===== src/include/vpi_pkg.sv =====
// Shared constants, field positions and types of the vector sequencer
package vpi_pkg;
   // ====================
   // Widths
   localparam int DW = 64;
   localparam int LW = 16;
   localparam int AW = 8;
   // ====================
   // Register byte offsets
   localparam logic [AW-1:0] OFF_CTRL = 8'h00;
   localparam logic [AW-1:0] OFF_RLEN = 8'h04;
   localparam logic [AW-1:0] OFF_ALEN = 8'h08;
   localparam logic [AW-1:0] OFF_BLEN = 8'h0C;
   localparam logic [AW-1:0] OFF_KLO = 8'h10;
   localparam logic [AW-1:0] OFF_KHI = 8'h14;
   localparam logic [AW-1:0] OFF_STATUS = 8'h18;
   localparam logic [AW-1:0] OFF_MASK = 8'h1C;
   localparam logic [AW-1:0] OFF_STATE = 8'h20;
   // ====================
   // Field positions
   localparam int CTRL_START_BIT = 0;
   localparam int CTRL_OP_BIT = 1;
   localparam int CTRL_CTLV_BIT = 2;
   localparam int CTRL_BCAST_BIT = 3;
   localparam int ST_W = 4;
   localparam int ST_DONE_BIT = 0;
   localparam int ST_OVF_BIT = 1;
   localparam int ST_ZERO_BIT = 2;
   localparam int ST_INDEF_BIT = 3;
   localparam int STATE_ELEM_LSB = 16;
   // ====================
   // Reset values
   localparam logic [LW-1:0] LEN_RST = 16'h0000;
   localparam logic [DW-1:0] K_RST = 64'h0000_0000_0000_0000;
   localparam logic [ST_W-1:0] STATUS_RST = 4'h0;
   localparam logic [ST_W-1:0] MASK_RST = 4'h0;
   // Integer one (64'h1) fed for missing arguments (plain default)
   localparam logic [DW-1:0] FP_ONE = 64'h0000_0000_0000_0001;
   // ====================
   // Types
   typedef enum logic {OP_POLY = 1'b0, OP_RAMP = 1'b1} op_t;
   typedef enum logic [1:0] {FN_ADD_UNNORM = 2'h1, FN_MUL_UPPER = 2'h2} pipe_fn_t;
   typedef enum logic [2:0] {
      S_IDLE = 3'h0,
      S_CTL = 3'h1,
      S_FETCH_A = 3'h3,
      S_FETCH_B = 3'h2,
      S_MUL = 3'h6,
      S_ADD = 3'h7,
      S_STORE = 3'h5
   } seq_state_t;
endpackage


===== src/include/regs_if.sv =====
// Control and event carrier between the register file and the sequencer
`timescale 1ns/1ps
interface regs_if;
   import vpi_pkg::*;
   logic start;
   op_t op;
   logic ctl_en;
   logic bcast;
   logic [LW-1:0] rlen;
   logic [LW-1:0] alen;
   logic [LW-1:0] blen;
   logic [DW-1:0] kconst;
   logic busy;
   logic [LW-1:0] elem;
   logic ev_done;
   logic ev_ovf;
   logic ev_zero;
   logic ev_indef;
   modport regs (output start, op, ctl_en, bcast, rlen, alen, blen, kconst,
                 input busy, elem, ev_done, ev_ovf, ev_zero, ev_indef);
   modport seq (input start, op, ctl_en, bcast, rlen, alen, blen, kconst,
                output busy, elem, ev_done, ev_ovf, ev_zero, ev_indef);
endinterface


===== src/hw/flag_defer.sv =====
// Data flag deferral across elements whose store is suppressed
`timescale 1ns/1ps
module flag_defer (
   input wire logic mclk_i,
   input wire logic rst_b_i,
   input wire logic commit_i,
   input wire logic perm_i,
   input wire logic ovf_i,
   input wire logic zero_i,
   input wire logic indef_i,
   output logic ovf_o,
   output logic zero_o,
   output logic indef_o
);
   typedef struct packed {
      logic [2:0] pend;
      logic [2:0] set;
   } defer_s_t;
   defer_s_t s_r, s_nxt;

   // ====================
   // Hold flags of unstored elements until a permitted store
   always_comb begin
      s_nxt = s_r;
      s_nxt.set = 3'h0;
      if (commit_i) begin
         if (perm_i) begin
            s_nxt.set = s_r.pend | {indef_i, zero_i, ovf_i}; // [RULE9] [RULE10]
            s_nxt.pend = 3'h0;
         end else begin
            s_nxt.pend = s_r.pend | {indef_i, zero_i, ovf_i}; // [RULE9] [RULE10]
         end
      end
   end

   always_ff @(posedge mclk_i or negedge rst_b_i) begin
      if (!rst_b_i) begin
         s_r <= '0;
      end else begin
         s_r <= s_nxt;
      end
   end

   assign {indef_o, zero_o, ovf_o} = s_r.set;
endmodule // flag_defer


===== src/hw/vpi_regs.sv =====
// APB register file with sticky status and interrupt mask
`timescale 1ns/1ps
module vpi_regs
   import vpi_pkg::*;
(
   input wire logic mclk_i,
   input wire logic rst_b_i,
   input wire logic psel_i,
   input wire logic penable_i,
   input wire logic pwrite_i,
   input wire logic [AW-1:0] paddr_i,
   input wire logic [31:0] pwdata_i,
   output logic [31:0] prdata_o,
   output logic pready_o,
   output logic pslverr_o,
   output logic irq_o,
   regs_if.regs rif
);
   typedef struct packed {
      logic start;
      logic op;
      logic ctl_en;
      logic bcast;
      logic [LW-1:0] rlen;
      logic [LW-1:0] alen;
      logic [LW-1:0] blen;
      logic [DW-1:0] kconst;
      logic [ST_W-1:0] status;
      logic [ST_W-1:0] mask;
      logic [31:0] rdata;
      logic err;
      logic irq;
   } regs_s_t;
   regs_s_t s_r, s_nxt;
   logic wr;
   logic [ST_W-1:0] ev;

   // ====================
   // Decode: read data is fetched in setup so access can finish at once
   always_comb begin
      s_nxt = s_r;
      s_nxt.start = 1'b0;
      wr = psel_i && penable_i && pwrite_i;
      ev = {rif.ev_indef, rif.ev_zero, rif.ev_ovf, rif.ev_done};
      if (psel_i && !penable_i) begin
         s_nxt.err = 1'b0;
         unique case (paddr_i)
            OFF_CTRL: s_nxt.rdata = {28'h000_0000, s_r.bcast, s_r.ctl_en, s_r.op, 1'b0};
            OFF_RLEN: s_nxt.rdata = {16'h0000, s_r.rlen};
            OFF_ALEN: s_nxt.rdata = {16'h0000, s_r.alen};
            OFF_BLEN: s_nxt.rdata = {16'h0000, s_r.blen};
            OFF_KLO: s_nxt.rdata = s_r.kconst[31:0];
            OFF_KHI: s_nxt.rdata = s_r.kconst[63:32];
            OFF_STATUS: s_nxt.rdata = {28'h000_0000, s_r.status};
            OFF_MASK: s_nxt.rdata = {28'h000_0000, s_r.mask};
            OFF_STATE: s_nxt.rdata = {rif.elem, 15'h0000, rif.busy};
            default: begin
               s_nxt.rdata = 32'h0000_0000;
               s_nxt.err = 1'b1;
            end
         endcase
      end
      if (wr) begin
         unique case (paddr_i)
            OFF_CTRL: begin
               s_nxt.start = pwdata_i[CTRL_START_BIT] && !rif.busy; // Ignored while busy
               s_nxt.op = pwdata_i[CTRL_OP_BIT];
               s_nxt.ctl_en = pwdata_i[CTRL_CTLV_BIT];
               s_nxt.bcast = pwdata_i[CTRL_BCAST_BIT];
            end
            OFF_RLEN: s_nxt.rlen = pwdata_i[LW-1:0];
            OFF_ALEN: s_nxt.alen = pwdata_i[LW-1:0];
            OFF_BLEN: s_nxt.blen = pwdata_i[LW-1:0];
            OFF_KLO: s_nxt.kconst[31:0] = pwdata_i;
            OFF_KHI: s_nxt.kconst[63:32] = pwdata_i;
            OFF_STATUS: s_nxt.status = s_r.status & ~pwdata_i[ST_W-1:0];
            OFF_MASK: s_nxt.mask = pwdata_i[ST_W-1:0];
            default: ;
         endcase
      end
      // Set after clear so a same-cycle event wins
      s_nxt.status = s_nxt.status | ev;
      s_nxt.irq = |(s_nxt.status & s_nxt.mask);
   end

   always_ff @(posedge mclk_i or negedge rst_b_i) begin
      if (!rst_b_i) begin
         s_r <= '{rlen: LEN_RST, alen: LEN_RST, blen: LEN_RST, kconst: K_RST,
                  status: STATUS_RST, mask: MASK_RST, default: '0};
      end else begin
         s_r <= s_nxt;
      end
   end

   assign prdata_o = s_r.rdata;
   assign pready_o = 1'b1;
   assign pslverr_o = s_r.err;
   assign irq_o = s_r.irq;
   assign rif.start = s_r.start;
   assign rif.op = op_t'(s_r.op);
   assign rif.ctl_en = s_r.ctl_en;
   assign rif.bcast = s_r.bcast;
   assign rif.rlen = s_r.rlen;
   assign rif.alen = s_r.alen;
   assign rif.blen = s_r.blen;
   assign rif.kconst = s_r.kconst;
endmodule // vpi_regs


===== src/hw/vector_poly_interval_seq.sv =====
// Sequencer for polynomial evaluation and interval ramp vector operations
//
// Summary of operation
// RULE1 - Polynomial raises only overflow, zero, indefinite
// RULE2 - Zero and indefinite come from final element
// RULE3 - Overflow in any step sets overflow
// RULE4 - First ramp element equals register constant
// RULE5 - Each later element adds constant to previous
// RULE6 - Ramp additions are unnormalized floating adds
// RULE7 - One element per control bit in field
// RULE8 - Suppressed element still computed and carried
// RULE9 - Suppressed indefinite flagged at next permitted store
// RULE10 - Suppressed overflow or zero deferred likewise
// RULE11 - Program zeroes unused designator and subfunction bits
// RULE12 - Ramp steers operands through add pipelines
// RULE13 - Empty constant vector makes polynomial a no-op
// RULE14 - Missing arguments supplied as normalized ones; the code feeds FP_ONE, an integer one (64'h1)
// RULE15 - Constant vector is never broadcast
// RULE16 - Upper multiply and unnormalized add for polynomial
// RULE17 - Horner scheme until constants are exhausted
// RULE18 - One constant undefined; two and three apply Horner
// RULE19 - Ramp ends after result field length elements
`timescale 1ns/1ps
module vector_poly_interval_seq
   import vpi_pkg::*;
(
   input wire logic mclk_i,
   input wire logic rst_b_i,
   // APB slave
   input wire logic psel_i,
   input wire logic penable_i,
   input wire logic pwrite_i,
   input wire logic [AW-1:0] paddr_i,
   input wire logic [31:0] pwdata_i,
   output logic [31:0] prdata_o,
   output logic pready_o,
   output logic pslverr_o,
   output logic irq_o,
   // Argument vector stream
   input wire logic arg_valid_i,
   input wire logic [DW-1:0] arg_data_i,
   output logic arg_ready_o,
   // Constant vector indexed read
   output logic cst_req_o,
   output logic [LW-1:0] cst_idx_o,
   input wire logic cst_valid_i,
   input wire logic [DW-1:0] cst_data_i,
   // Control vector bit stream
   input wire logic ctl_valid_i,
   input wire logic ctl_bit_i,
   output logic ctl_ready_o,
   // Arithmetic pipeline
   output logic pipe_req_o,
   output pipe_fn_t pipe_fn_o,
   output logic [DW-1:0] pipe_a_o,
   output logic [DW-1:0] pipe_b_o,
   input wire logic pipe_rsp_valid_i,
   input wire logic [DW-1:0] pipe_rsp_data_i,
   input wire logic pipe_rsp_ovf_i,
   input wire logic pipe_rsp_zero_i,
   input wire logic pipe_rsp_indef_i,
   // Result vector stream
   output logic res_valid_o,
   output logic [DW-1:0] res_data_o,
   output logic [LW-1:0] res_idx_o,
   input wire logic res_ready_i
);
   // ====================
   // Reset release through two flops
   logic [1:0] rst_sync_r;
   logic rst_b;

   always_ff @(posedge mclk_i or negedge rst_b_i) begin
      if (!rst_b_i) begin
         rst_sync_r <= 2'b00;
      end else begin
         rst_sync_r <= {rst_sync_r[0], 1'b1};
      end
   end
   assign rst_b = rst_sync_r[1];

   // ====================
   // Register file
   regs_if rif ();

   vpi_regs u_regs (
      .mclk_i(mclk_i),
      .rst_b_i(rst_b),
      .psel_i(psel_i),
      .penable_i(penable_i),
      .pwrite_i(pwrite_i),
      .paddr_i(paddr_i),
      .pwdata_i(pwdata_i),
      .prdata_o(prdata_o),
      .pready_o(pready_o),
      .pslverr_o(pslverr_o),
      .irq_o(irq_o),
      .rif(rif.regs)
   );

   // ====================
   // Sequencer state
   typedef struct packed {
      seq_state_t st;
      op_t op;
      logic ctl_en;
      logic bcast;
      logic perm;
      logic [LW-1:0] elem;
      logic [LW-1:0] k;
      logic [DW-1:0] acc;
      logic [DW-1:0] arg;
      logic req;
      logic creq;
      pipe_fn_t fn;
      logic [DW-1:0] pa;
      logic [DW-1:0] pb;
      logic fo;
      logic fz;
      logic fi;
      logic done;
   } seq_s_t;
   seq_s_t s_r, s_nxt;
   logic commit;
   logic fetch_arg;
   logic last_elem;

   // ====================
   // Sequencer next state
   always_comb begin
      s_nxt = s_r;
      s_nxt.req = 1'b0;
      s_nxt.creq = 1'b0;
      s_nxt.done = 1'b0;
      commit = 1'b0;
      last_elem = (s_r.elem + 16'h0001) == rif.rlen;
      // Broadcast holds element zero; past the field a one is used
      fetch_arg = !(s_r.bcast && s_r.elem != 16'h0000) && (s_r.elem < rif.alen);
      unique case (s_r.st)
         S_IDLE: begin
            if (rif.start) begin
               s_nxt.op = rif.op;
               s_nxt.ctl_en = rif.ctl_en;
               s_nxt.bcast = rif.bcast;
               s_nxt.elem = 16'h0000;
               // Empty field, or polynomial with no constants: finish with nothing stored
               if (rif.rlen == 16'h0000 ||
                   (rif.op == OP_POLY && rif.blen == 16'h0000)) begin // [RULE13]
                  s_nxt.done = 1'b1;
               end else begin
                  s_nxt.st = S_CTL;
               end
            end
         end
         S_CTL: begin
            s_nxt.fo = 1'b0;
            s_nxt.fz = 1'b0;
            s_nxt.fi = 1'b0;
            // Each control bit yields an element, stored or not
            if (!s_r.ctl_en || ctl_valid_i) begin // [RULE7]
               s_nxt.perm = !s_r.ctl_en || ctl_bit_i;
               if (s_r.op == OP_RAMP) begin
                  if (s_r.elem == 16'h0000) begin
                     s_nxt.acc = rif.kconst; // [RULE4]
                     s_nxt.st = S_STORE;
                  end else begin
                     // Running sum on the add pipeline
                     s_nxt.pa = s_r.acc; // [RULE5]
                     s_nxt.pb = rif.kconst;
                     s_nxt.fn = FN_ADD_UNNORM; // [RULE6] [RULE12]
                     s_nxt.req = 1'b1;
                     s_nxt.st = S_ADD;
                  end
               end else begin
                  s_nxt.st = S_FETCH_A;
               end
            end
         end
         S_FETCH_A: begin
            if (!fetch_arg || arg_valid_i) begin
               if (fetch_arg) begin
                  s_nxt.arg = arg_data_i;
               end else if (!(s_r.bcast && s_r.elem != 16'h0000)) begin
                  s_nxt.arg = FP_ONE; // [RULE14]
               end
               s_nxt.k = 16'h0000;
               s_nxt.creq = 1'b1;
               s_nxt.st = S_FETCH_B;
            end
         end
         S_FETCH_B: begin
            if (cst_valid_i) begin
               if (s_r.k == 16'h0000) begin
                  s_nxt.acc = cst_data_i;
                  s_nxt.k = 16'h0001;
                  if (rif.blen == 16'h0001) begin
                     // Single constant: result passes it through unevaluated
                     s_nxt.st = S_STORE; // [RULE18]
                  end else begin
                     s_nxt.pa = cst_data_i; // [RULE17]
                     s_nxt.pb = s_r.arg;
                     s_nxt.fn = FN_MUL_UPPER; // [RULE16]
                     s_nxt.req = 1'b1;
                     s_nxt.st = S_MUL;
                  end
               end else begin
                  s_nxt.pa = s_r.acc; // [RULE17]
                  s_nxt.pb = cst_data_i;
                  s_nxt.fn = FN_ADD_UNNORM; // [RULE16]
                  s_nxt.req = 1'b1;
                  s_nxt.st = S_ADD;
               end
            end
         end
         S_MUL: begin
            if (pipe_rsp_valid_i) begin
               s_nxt.acc = pipe_rsp_data_i;
               s_nxt.fo = s_r.fo | pipe_rsp_ovf_i; // [RULE3]
               s_nxt.creq = 1'b1;
               s_nxt.st = S_FETCH_B;
            end
         end
         S_ADD: begin
            if (pipe_rsp_valid_i) begin
               s_nxt.acc = pipe_rsp_data_i;
               s_nxt.fo = s_r.fo | pipe_rsp_ovf_i; // [RULE3]
               // Later steps overwrite, so only the final result counts
               s_nxt.fz = pipe_rsp_zero_i; // [RULE2]
               s_nxt.fi = pipe_rsp_indef_i; // [RULE2]
               if (s_r.op == OP_RAMP) begin
                  s_nxt.st = S_STORE;
               end else if ((s_r.k + 16'h0001) == rif.blen) begin
                  s_nxt.st = S_STORE; // [RULE17] [RULE18]
               end else begin
                  s_nxt.k = s_r.k + 16'h0001;
                  s_nxt.pa = pipe_rsp_data_i;
                  s_nxt.pb = s_r.arg;
                  s_nxt.fn = FN_MUL_UPPER; // [RULE16]
                  s_nxt.req = 1'b1;
                  s_nxt.st = S_MUL;
               end
            end
         end
         S_STORE: begin
            // Suppressed element skips the write but keeps its sum
            if (!s_r.perm || res_ready_i) begin // [RULE8]
               commit = 1'b1;
               s_nxt.elem = s_r.elem + 16'h0001;
               if (last_elem) begin
                  s_nxt.done = 1'b1; // [RULE19]
                  s_nxt.st = S_IDLE;
               end else begin
                  s_nxt.st = S_CTL;
               end
            end
         end
         default: s_nxt.st = S_IDLE;
      endcase
   end

   always_ff @(posedge mclk_i or negedge rst_b) begin
      if (!rst_b) begin
         s_r <= '{st: S_IDLE, op: OP_POLY, fn: FN_ADD_UNNORM, default: '0};
      end else begin
         s_r <= s_nxt;
      end
   end

   // ====================
   // Flag deferral; only overflow, zero and indefinite exist
   flag_defer u_defer (
      .mclk_i(mclk_i),
      .rst_b_i(rst_b),
      .commit_i(commit),
      .perm_i(s_r.perm),
      .ovf_i(s_r.fo), // [RULE1]
      .zero_i(s_r.fz),
      .indef_i(s_r.fi),
      .ovf_o(rif.ev_ovf),
      .zero_o(rif.ev_zero),
      .indef_o(rif.ev_indef)
   );

   // ====================
   // Outputs
   assign rif.busy = s_r.st != S_IDLE;
   assign rif.elem = s_r.elem;
   assign rif.ev_done = s_r.done;
   assign ctl_ready_o = (s_r.st == S_CTL) && s_r.ctl_en;
   assign arg_ready_o = (s_r.st == S_FETCH_A) && fetch_arg;
   // Constant index follows the pass, never held as broadcast
   assign cst_req_o = s_r.creq; // [RULE15]
   assign cst_idx_o = s_r.k;
   assign pipe_req_o = s_r.req;
   assign pipe_fn_o = s_r.fn;
   assign pipe_a_o = s_r.pa;
   assign pipe_b_o = s_r.pb;
   assign res_valid_o = (s_r.st == S_STORE) && s_r.perm;
   assign res_data_o = s_r.acc;
   assign res_idx_o = s_r.elem;
endmodule // vector_poly_interval_seq


===== config.mk =====
export PLATFORM = sky130hd
export DESIGN_NAME = vector_poly_interval_seq
export DESIGN_NICKNAME = d
export VERILOG_FILES = /design/src/include/vpi_pkg.sv /design/src/include/regs_if.sv /design/src/hw/flag_defer.sv /design/src/hw/vpi_regs.sv /design/src/hw/vector_poly_interval_seq.sv
export SDC_FILE = /design/constraint.sdc
export NUM_CORES = 1
export LEC_CHECK = 0
export BUFFER_PORTS_ARGS = -buffer_cell sky130_fd_sc_hd__buf_2
export CAP_MARGIN = 20
export CELL_PAD_IN_SITES_DETAIL_PLACEMENT = 0
export CELL_PAD_IN_SITES_GLOBAL_PLACEMENT = 1
export CORE_AREA = 4 4 202 351
export DETAILED_ROUTE_END_ITERATION = 8
export DIE_AREA = 0 0 206 355
export GPL_ROUTABILITY_DRIVEN = 0
export PLACE_DENSITY = 0.79
export SETUP_SLACK_MARGIN = 0.02
export SLEW_MARGIN = 20
export SYNTH_ARGS = -nofsm -noshare
export SYNTH_HDL_FRONTEND = slang
export SYNTH_SLANG_ARGS = --single-unit
export TNS_END_PERCENT = 10

===== constraint.sdc =====
create_clock -name mclk_i -period 15.02 [get_ports mclk_i]
set_input_delay 1.502 -clock mclk_i [delete_from_list [all_inputs] [get_ports mclk_i]]
set_output_delay 1.502 -clock mclk_i [all_outputs]
set_load 0.01 [all_outputs]

==> impl_metrics.json, run 1 <==
{
  "via_per_inst": 5.78,
  "final_hold_viol_count": 0,
  "dr.first_iter.drc_count": 1993,
  "drive_above_1_share_pct": 28.3,
  "cp.arrival_ns": 6.04,
  "clkLatencyLatePin_ns": 0.61,
  "portBuffers": 510,
  "finalSetupTns_ns": 0,
  "postCtsSetupBuffers": 0,
  "ys_ff_latch": 469,
  "power.leakage_uw": 0.0148,
  "clock_path_buffers": 3,
  "die_area_um2": 73100,
  "initial_core_util_pct": 38.4,
  "yosysSeqAreaShare_pct": 44.8,
  "slew_viol_final": 0,
  "dr_total_vias": 21800,
  "overflow": 0,
  "seqPwrFrac_pct": 35.0,
  "max_freq_ghz": 0.180,
  "intPower_uw": 3090,
  "cts.sinks": 469,
  "cts_tree": "done",
  "h-tree-depth": 2,
  "synth_edf_count": 0,
  "max_cap_viol_count": 0,
  "grt_pass1_wl_mm": 146,
  "die_h_um": 355,
  "worst-setup-path-type": "reg -> reg",
  "rsz0062_at_grt": "false",
  "syn_area_um2": 26200,
  "end_kind": "flop",
  "io_pins": 512,
  "r2r_start": "cst_idx_o[0]",
  "finClkSkew_ns": 0.0174,
  "pwr-share-clk_pct": 25.9,
  "outcome": "complete, no violations",
  "fp-row-count": 127,
  "avgSynthCellArea_um2": 9.73,
  "cts_root_buffer": "clkbuf_16",
  "worst_slew_pin_slew_ns": 1.07,
  "p_comb_share_pct": 39.2,
  "yosysUniqueCellTypes": 76,
  "powerDensity_nw_per_um2": 179,
  "yosys_warnings": 0,
  "critPathLaunchType": "flop",
  "layout.nets": 3092,
  "crit_path_top_delay_cell": "o31a_2",
  "switching_share_pct": 40.8,
  "coreArea_um2": 68300,
  "finalWirelength_mm": 100,
  "min-delay-path-class": "reg -> reg",
  "grt_pass1_vias": 21600,
  "dp_hpwl_mm": 73.2,
  "p_sw_uw": 2130,
  "hp-start": "rst_sync_r[0]",
  "final_cell_mix": "510 x buf_2, 465 x dfrtp_1, 358 x nand2_1",
  "final_common_cell": "buf_2",
  "final_util_pct": 42.8,
  "numCtsBuffers": 47,
  "syn2layout_area_growth_pct": 11.5,
  "setup_viol": 0,
  "final.min_clock_period_ns": 5.54,
  "relSlewSlack_pct": 28.4,
  "cp_slowest_stage_delay_ns": 0.84,
  "worstPathCellList": "ha_1, nand3_2, or3_1, or3_1, a21o_1, a2111oi_4, o31a_2, buf_4, buf_4, mux2_2",
  "clk_pin_slew_ns": 0.07,
  "synth-async-reset-ratio_pct": 100,
  "drc_errors": 0,
  "critPathRequiredTime_ns": 15.52,
  "cp-startpoint": "cst_idx_o[0]",
  "antenna_found_initial": 15,
  "finalCritPeriodShare_pct": 36.9,
  "wl_per_cell_um": 26.6,
  "die_x_um": 206,
  "firstDrtPassIters": 8,
  "synth_cells": 2694,
  "grt_max_degree": 146,
  "ant_nets": 0,
  "cts_hold_buf": 0,
  "worst-path-buf-inv": 2,
  "cp_max_fo": 53,
  "grt_usage_pct": 26.6,
  "ir_drop_mv": 0.123,
  "cts.repair.resized": 0,
  "ys.flop_type": "dfrtp_1",
  "crit_family": "buffers and inverters"
}
## sequential cells by signal, summed over array words and instances (netlist names), 2 cells and up
signal / flops
u_defer.s_r: 3
pipe_a_o: 64
pipe_b_o: 64
u_regs.prdata_o: 32
res_idx_o: 16
cst_idx_o: 16
u_regs.rif.alen: 16
u_regs.rif.kconst: 64
pipe_fn_o: 2
u_regs.s_r: 8
u_regs.rif.blen: 16
res_data_o: 64
s_r: 74
rst_sync_r: 2
u_regs.rif.rlen: 16
## synthesized netlist by cell type, types with 4 or more instances
master | count | area [um2]
inv_1 | 106 | 398
nand3b_1 | 6 | 45.0
nor3_1 | 18 | 90.1
xnor2_1 | 19 | 166
dfrtp_1 | 468 | 11700
nand2b_1 | 11 | 68.8
clkbuf_1 | 161 | 604
buf_1 | 18 | 67.6
buf_4 | 264 | 1980
ha_1 | 19 | 238
nor4_1 | 20 | 125
a31oi_1 | 8 | 50.1
xor2_1 | 19 | 166
a21oi_1 | 22 | 110
mux2_2 | 156 | 1760
and4_1 | 5 | 43.8
a211oi_1 | 4 | 30.0
buf_2 | 7 | 35.0
a22oi_1 | 79 | 593
a222oi_1 | 81 | 811
o311ai_0 | 11 | 96.3
mux2i_1 | 137 | 1370
nand2_1 | 359 | 1350
o31ai_1 | 18 | 135
nand3_1 | 31 | 155
nor2_1 | 121 | 454
nor3b_1 | 5 | 37.5
nand4_1 | 19 | 119
a21o_1 | 11 | 82.6
a22o_1 | 4 | 35.0
mux2_1 | 23 | 259
nor2b_1 | 6 | 37.5
a221oi_1 | 78 | 683
buf_6 | 6 | 67.6
or3_1 | 6 | 37.5
o211ai_1 | 8 | 60.1
o21ai_0 | 274 | 1370
o41ai_1 | 8 | 70.1
and3_1 | 14 | 87.6
## power groups by stage
stage                     Clock, uW  Sequential (uW)  Combinational, uW
final                          1350             1830               2050
after detailed placement          0             1840               2060
after floorplan                   0             1740               1630
after CTS                      1380             1820               2060
after global routing           1420             1860               2230
after global placement            0             1840               2020
## area by class of cell
cell class	instances	area, um2
Fill cell	6877	39100
Clock buffer	59	1300
Multi-Input combinational cell	1656	11400
Tap cell	903	1130
Clock inverter	27	430
Inverter	108	407
Antenna cell	7	17.5
Sequential cell	469	11700
Timing Repair Buffer	545	2830
## path summary, 6_finish.rpt
| check | endpoint | slack (ns) | depth (start not counted) |
|---|---|---|---|
| setup reg to reg | pipe_b_o[26] | 9.48 | 10 |
| min in group asynchronous | pipe_a_o[43] | 0.37 | 0 |
| setup / recovery | pipe_b_o[26] | 9.48 | 10 |
| hold / removal | rst_sync_r[1] | 0.36 | 0 |
| hold reg to reg | rst_sync_r[1] | 0.36 | 0 |
| max in group asynchronous | s_r[302] | 11.47 | 3 |
## cells by family (layout without fill, tap and decap cells)
kind of cell,Yosys count,in the layout,synth area share (%)
DFF,469,469,44.8
xor gates and xnor gates,38,38,1.27
AOI/OAI and AO/OA,640,640,16.9
other,1,9,0.0143
buffers and inverters,570,739,12.3
and+or+nand+nor,638,638,10.6
muxes,319,319,13.2
adders and majority gates,19,19,0.907
## per-stage QoR
step / cells / hold slack (ns) / setup WS [ns] / area (um2) / power, uW
after CTS: 3767 / 0.363 / 9.48 / 29200 / 5270
final: 3774 / 0.359 / 9.48 / 29200 / 5220
after detailed placement: 3681 / 0.346 / 9.47 / 27500 / 3910
after global placement: 3681 / 0.337 / 9.56 / 27500 / 3850
after floorplan: 2695 / 0.331 / 0.982 / 26200 / 3370
after global routing: 3769 / 0.367 / 9.20 / 29200 / 5520
## worst register-to-register path, stage by stage, from the launching register on
cell	delay [ns]
dfrtp_1	0.50
ha_1	0.31
nand3_2	0.17
or3_1	0.51
or3_1	0.34
a21o_1	0.21
a2111oi_4	0.42
o31a_2	0.84
buf_4	0.76
buf_4	0.86
mux2_2	0.51
## layer usage
layer | track usage (%) | vias up | routed length [um]
met5 | 0 | - | 91
li1 | - | 9689 | -
met1 | 32.7 | 10800 | 38100
met4 | 12.5 | 14 | 5540
met2 | 44.7 | 1053 | 49000
met3 | 5.04 | 221 | 7480
Note: power is estimated with default switching activity, not from simulation.
==> run 2, diff against run 1 <==
--- a/config.mk
+++ b/config.mk
@@ -9,11 +9,11 @@
 export CAP_MARGIN = 20
 export CELL_PAD_IN_SITES_DETAIL_PLACEMENT = 0
 export CELL_PAD_IN_SITES_GLOBAL_PLACEMENT = 1
-export CORE_AREA = 4 4 202 351
+export CORE_AREA = 4 4 192 334
 export DETAILED_ROUTE_END_ITERATION = 8
-export DIE_AREA = 0 0 206 355
+export DIE_AREA = 0 0 196 338
 export GPL_ROUTABILITY_DRIVEN = 0
-export PLACE_DENSITY = 0.79
+export PLACE_DENSITY = 0.82
 export SETUP_SLACK_MARGIN = 0.02
 export SLEW_MARGIN = 20
 export SYNTH_ARGS = -nofsm -noshare
==> constraint.sdc (replaced) <==
create_clock -name mclk_i -period 5.7 [get_ports mclk_i]
set_input_delay 0.57 -clock mclk_i [delete_from_list [all_inputs] [get_ports mclk_i]]
set_output_delay 0.57 -clock mclk_i [all_outputs]
set_load 0.01 [all_outputs]
==> run 2 against run 1 <==
Net effect:
- first-iteration DRC count shrank 2.5%
- combinational power grew to 2.6 times the previous value
- critical path type is now reg -> out
- critical path depth shrank 2
- largest power group unchanged
- the run now ends with design-rule violations left
- critical endpoint is now arg_ready_o
- sequential power grew to 2.6 times the previous value
==> impl_metrics.json, run 2 (synthesis gave the netlist of run 1 again) <==
{
  "outcome": "complete, but fails checks",
  "violations": "design-rule violations",
  "drc_errors": 1,
  "initial_core_util_pct": 42.8,
  "finClkSkew_ns": 0.0254,
  "final_common_cell": "buf_2",
  "max_cap_viol_count": 0,
  "pre_cts_slack_ns": 1.75,
  "cts_root_buffer": "clkbuf_16",
  "finalWirelength_mm": 98.5,
  "postCtsSetupBuffers": 0,
  "die_area_um2": 66200,
  "overflow": 0,
  "worst-path-buf-inv": 1,
  "firstDrtPassIters": 9,
  "worstPathCellList": "ha_1, nand2_1, o21ai_0, nor2_1, a311oi_2, or3_1, nor2_1, buf_2",
  "switching_share_pct": 40.3,
  "end_kind": "primary output",
  "grt_max_degree": 165,
  "p_sw_uw": 5530,
  "crit_path_top_delay_cell": "a311oi_2",
  "max_freq_ghz": 0.250,
  "critPathLaunchType": "flop",
  "cp_slowest_stage_delay_ns": 0.90,
  "clkLatencyLatePin_ns": 0.59,
  "relSlewSlack_pct": 22.1,
  "via_per_inst": 6.05,
  "pwr-share-clk_pct": 25.7,
  "power.leakage_uw": 0.0148,
  "worst_slack_ns": 1.70,
  "numCtsBuffers": 47,
  "clk_pin_slew_ns": 0.07,
  "ant_nets": 0,
  "grt_usage_pct": 28.5,
  "cts.sinks": 469,
  "setup_viol": 0,
  "drive_above_1_share_pct": 28.3,
  "final.min_clock_period_ns": 4.00,
  "critPathRequiredTime_ns": 5.13,
  "seqPwrFrac_pct": 34.7,
  "fp-row-count": 120,
  "h-tree-depth": 2,
  "min-delay-path-class": "in -> reg",
  "dr_total_vias": 22200,
  "powerDensity_nw_per_um2": 470,
  "die_h_um": 338,
  "regMostFlops": "s_r",
  "grt_pass1_vias": 22300,
  "clock_path_buffers": 3,
  "final_cell_mix": "510 x buf_2, 465 x dfrtp_1, 358 x nand2_1",
  "worst-setup-path-type": "reg -> out",
  "coreArea_um2": 61300,
  "syn2layout_area_growth_pct": 11.2,
  "slew_viol_final": 0,
  "portBuffers": 510,
  "final_hold_viol_count": 0,
  "grt_pass1_wl_mm": 144,
  "finalSetupTns_ns": 0,
  "crit_family": "compound AO/OA/AOI/OAI gates",
  "dp_hpwl_mm": 72.7,
  "ir_drop_mv": 0.372,
  "cts_tree": "done",
  "io_pins": 512,
  "worst_slew_pin_slew_ns": 1.17,
  "rsz0062_at_grt": "false",
  "dr.first_iter.drc_count": 1943,
  "cp.arrival_ns": 3.43,
  "layout.nets": 3092,
  "die_x_um": 196,
  "cp_max_fo": 12,
  "wl_per_cell_um": 26.8,
  "p_comb_share_pct": 39.6,
  "antenna_found_initial": 17,
  "cpMostUsedCell": "nor2_1",
  "largest_reg_flops": 74,
  "hold_slack_ns": 0.182,
  "finalCritPeriodShare_pct": 70.2,
  "intPower_uw": 8180
}
==> run 2: cell type report <==
class | count | area, um2
repair buffers | 545 | 2870
clock buffers | 64 | 1380
diodes | 11 | 27.5
fillers | 5832 | 32100
inverters | 108 | 407
multi-input cells | 1656 | 11400
clock inverters | 23 | 373
well taps | 793 | 992
flip-flops and latches | 469 | 11700
==> run 2: per-stage QoR <==
stage / instances / cell area [um2] / utilization, % / power [uW]
after global placement: 3570 / 27400 / 44.7 / 10000
final: 3669 / 29200 / 47.6 / 13700
after detailed placement: 3570 / 27400 / 44.7 / 10200
after CTS: 3658 / 29100 / 47.5 / 13800
after floorplan: 2695 / 26200 / - / 8870
after global routing: 3663 / 29100 / 47.6 / 14400
==> run 2: what timing repair did <==
action / CTS / global route
hold buffers: 1 / 0
gates resized for setup: 0 / 0
endpoints found under the hold margin: 2 / 0
==> run 2: worst paths after layout <==
check                      slack (ns)                 end  cells past startpoint          start
hold reg to reg                  0.35       rst_sync_r[1]                      0  rst_sync_r[0]
max in group asynchronous        3.77  u_regs.rif.alen[4]                      1  rst_sync_r[1]
setup / recovery                 1.70         arg_ready_o                      8  res_idx_o[11]
setup reg to reg                 1.71        pipe_b_o[21]                      9   cst_idx_o[0]
hold / removal                   0.18            s_r[296]                      2    ctl_valid_i
min in group asynchronous        0.30       rst_sync_r[0]                      2        rst_b_i
==> run 2: power by group through the flow <==
| stage | Sequential, uW | Combinational (uW) | Clock [uW] |
|---|---|---|---|
| after floorplan | 4570 | 4300 | 0 |
| after global placement | 4750 | 5270 | 0 |
| after detailed placement | 4790 | 5410 | 0 |
| after CTS | 4740 | 5420 | 3590 |
| after global routing | 4830 | 5910 | 3710 |
| final | 4760 | 5420 | 3530 |
==> run 2: worst reg2reg max path, cell delays in order, from the launching register on <==
cell	delay, ns
dfrtp_1	0.51
ha_1	0.31
nand3_2	0.19
or3_1	0.52
nor4_1	0.36
a31oi_1	0.12
a2111oi_4	0.38
o31a_2	0.23
buf_4	0.66
mux2_2	0.59
==> run 2: per-layer routing <==
layer / part of all wire, % / vias up / routed length (um) / global-route usage [%]
li1: - / 9689 / - / -
met4: 7.0 / 10 / 6930 / 17.1
met3: 8.5 / 294 / 8350 / 5.50
met1: 36 / 10900 / 35000 / 33.4
met5: 0.050 / - / 49 / 0
met2: 49 / 1333 / 48100 / 48.5
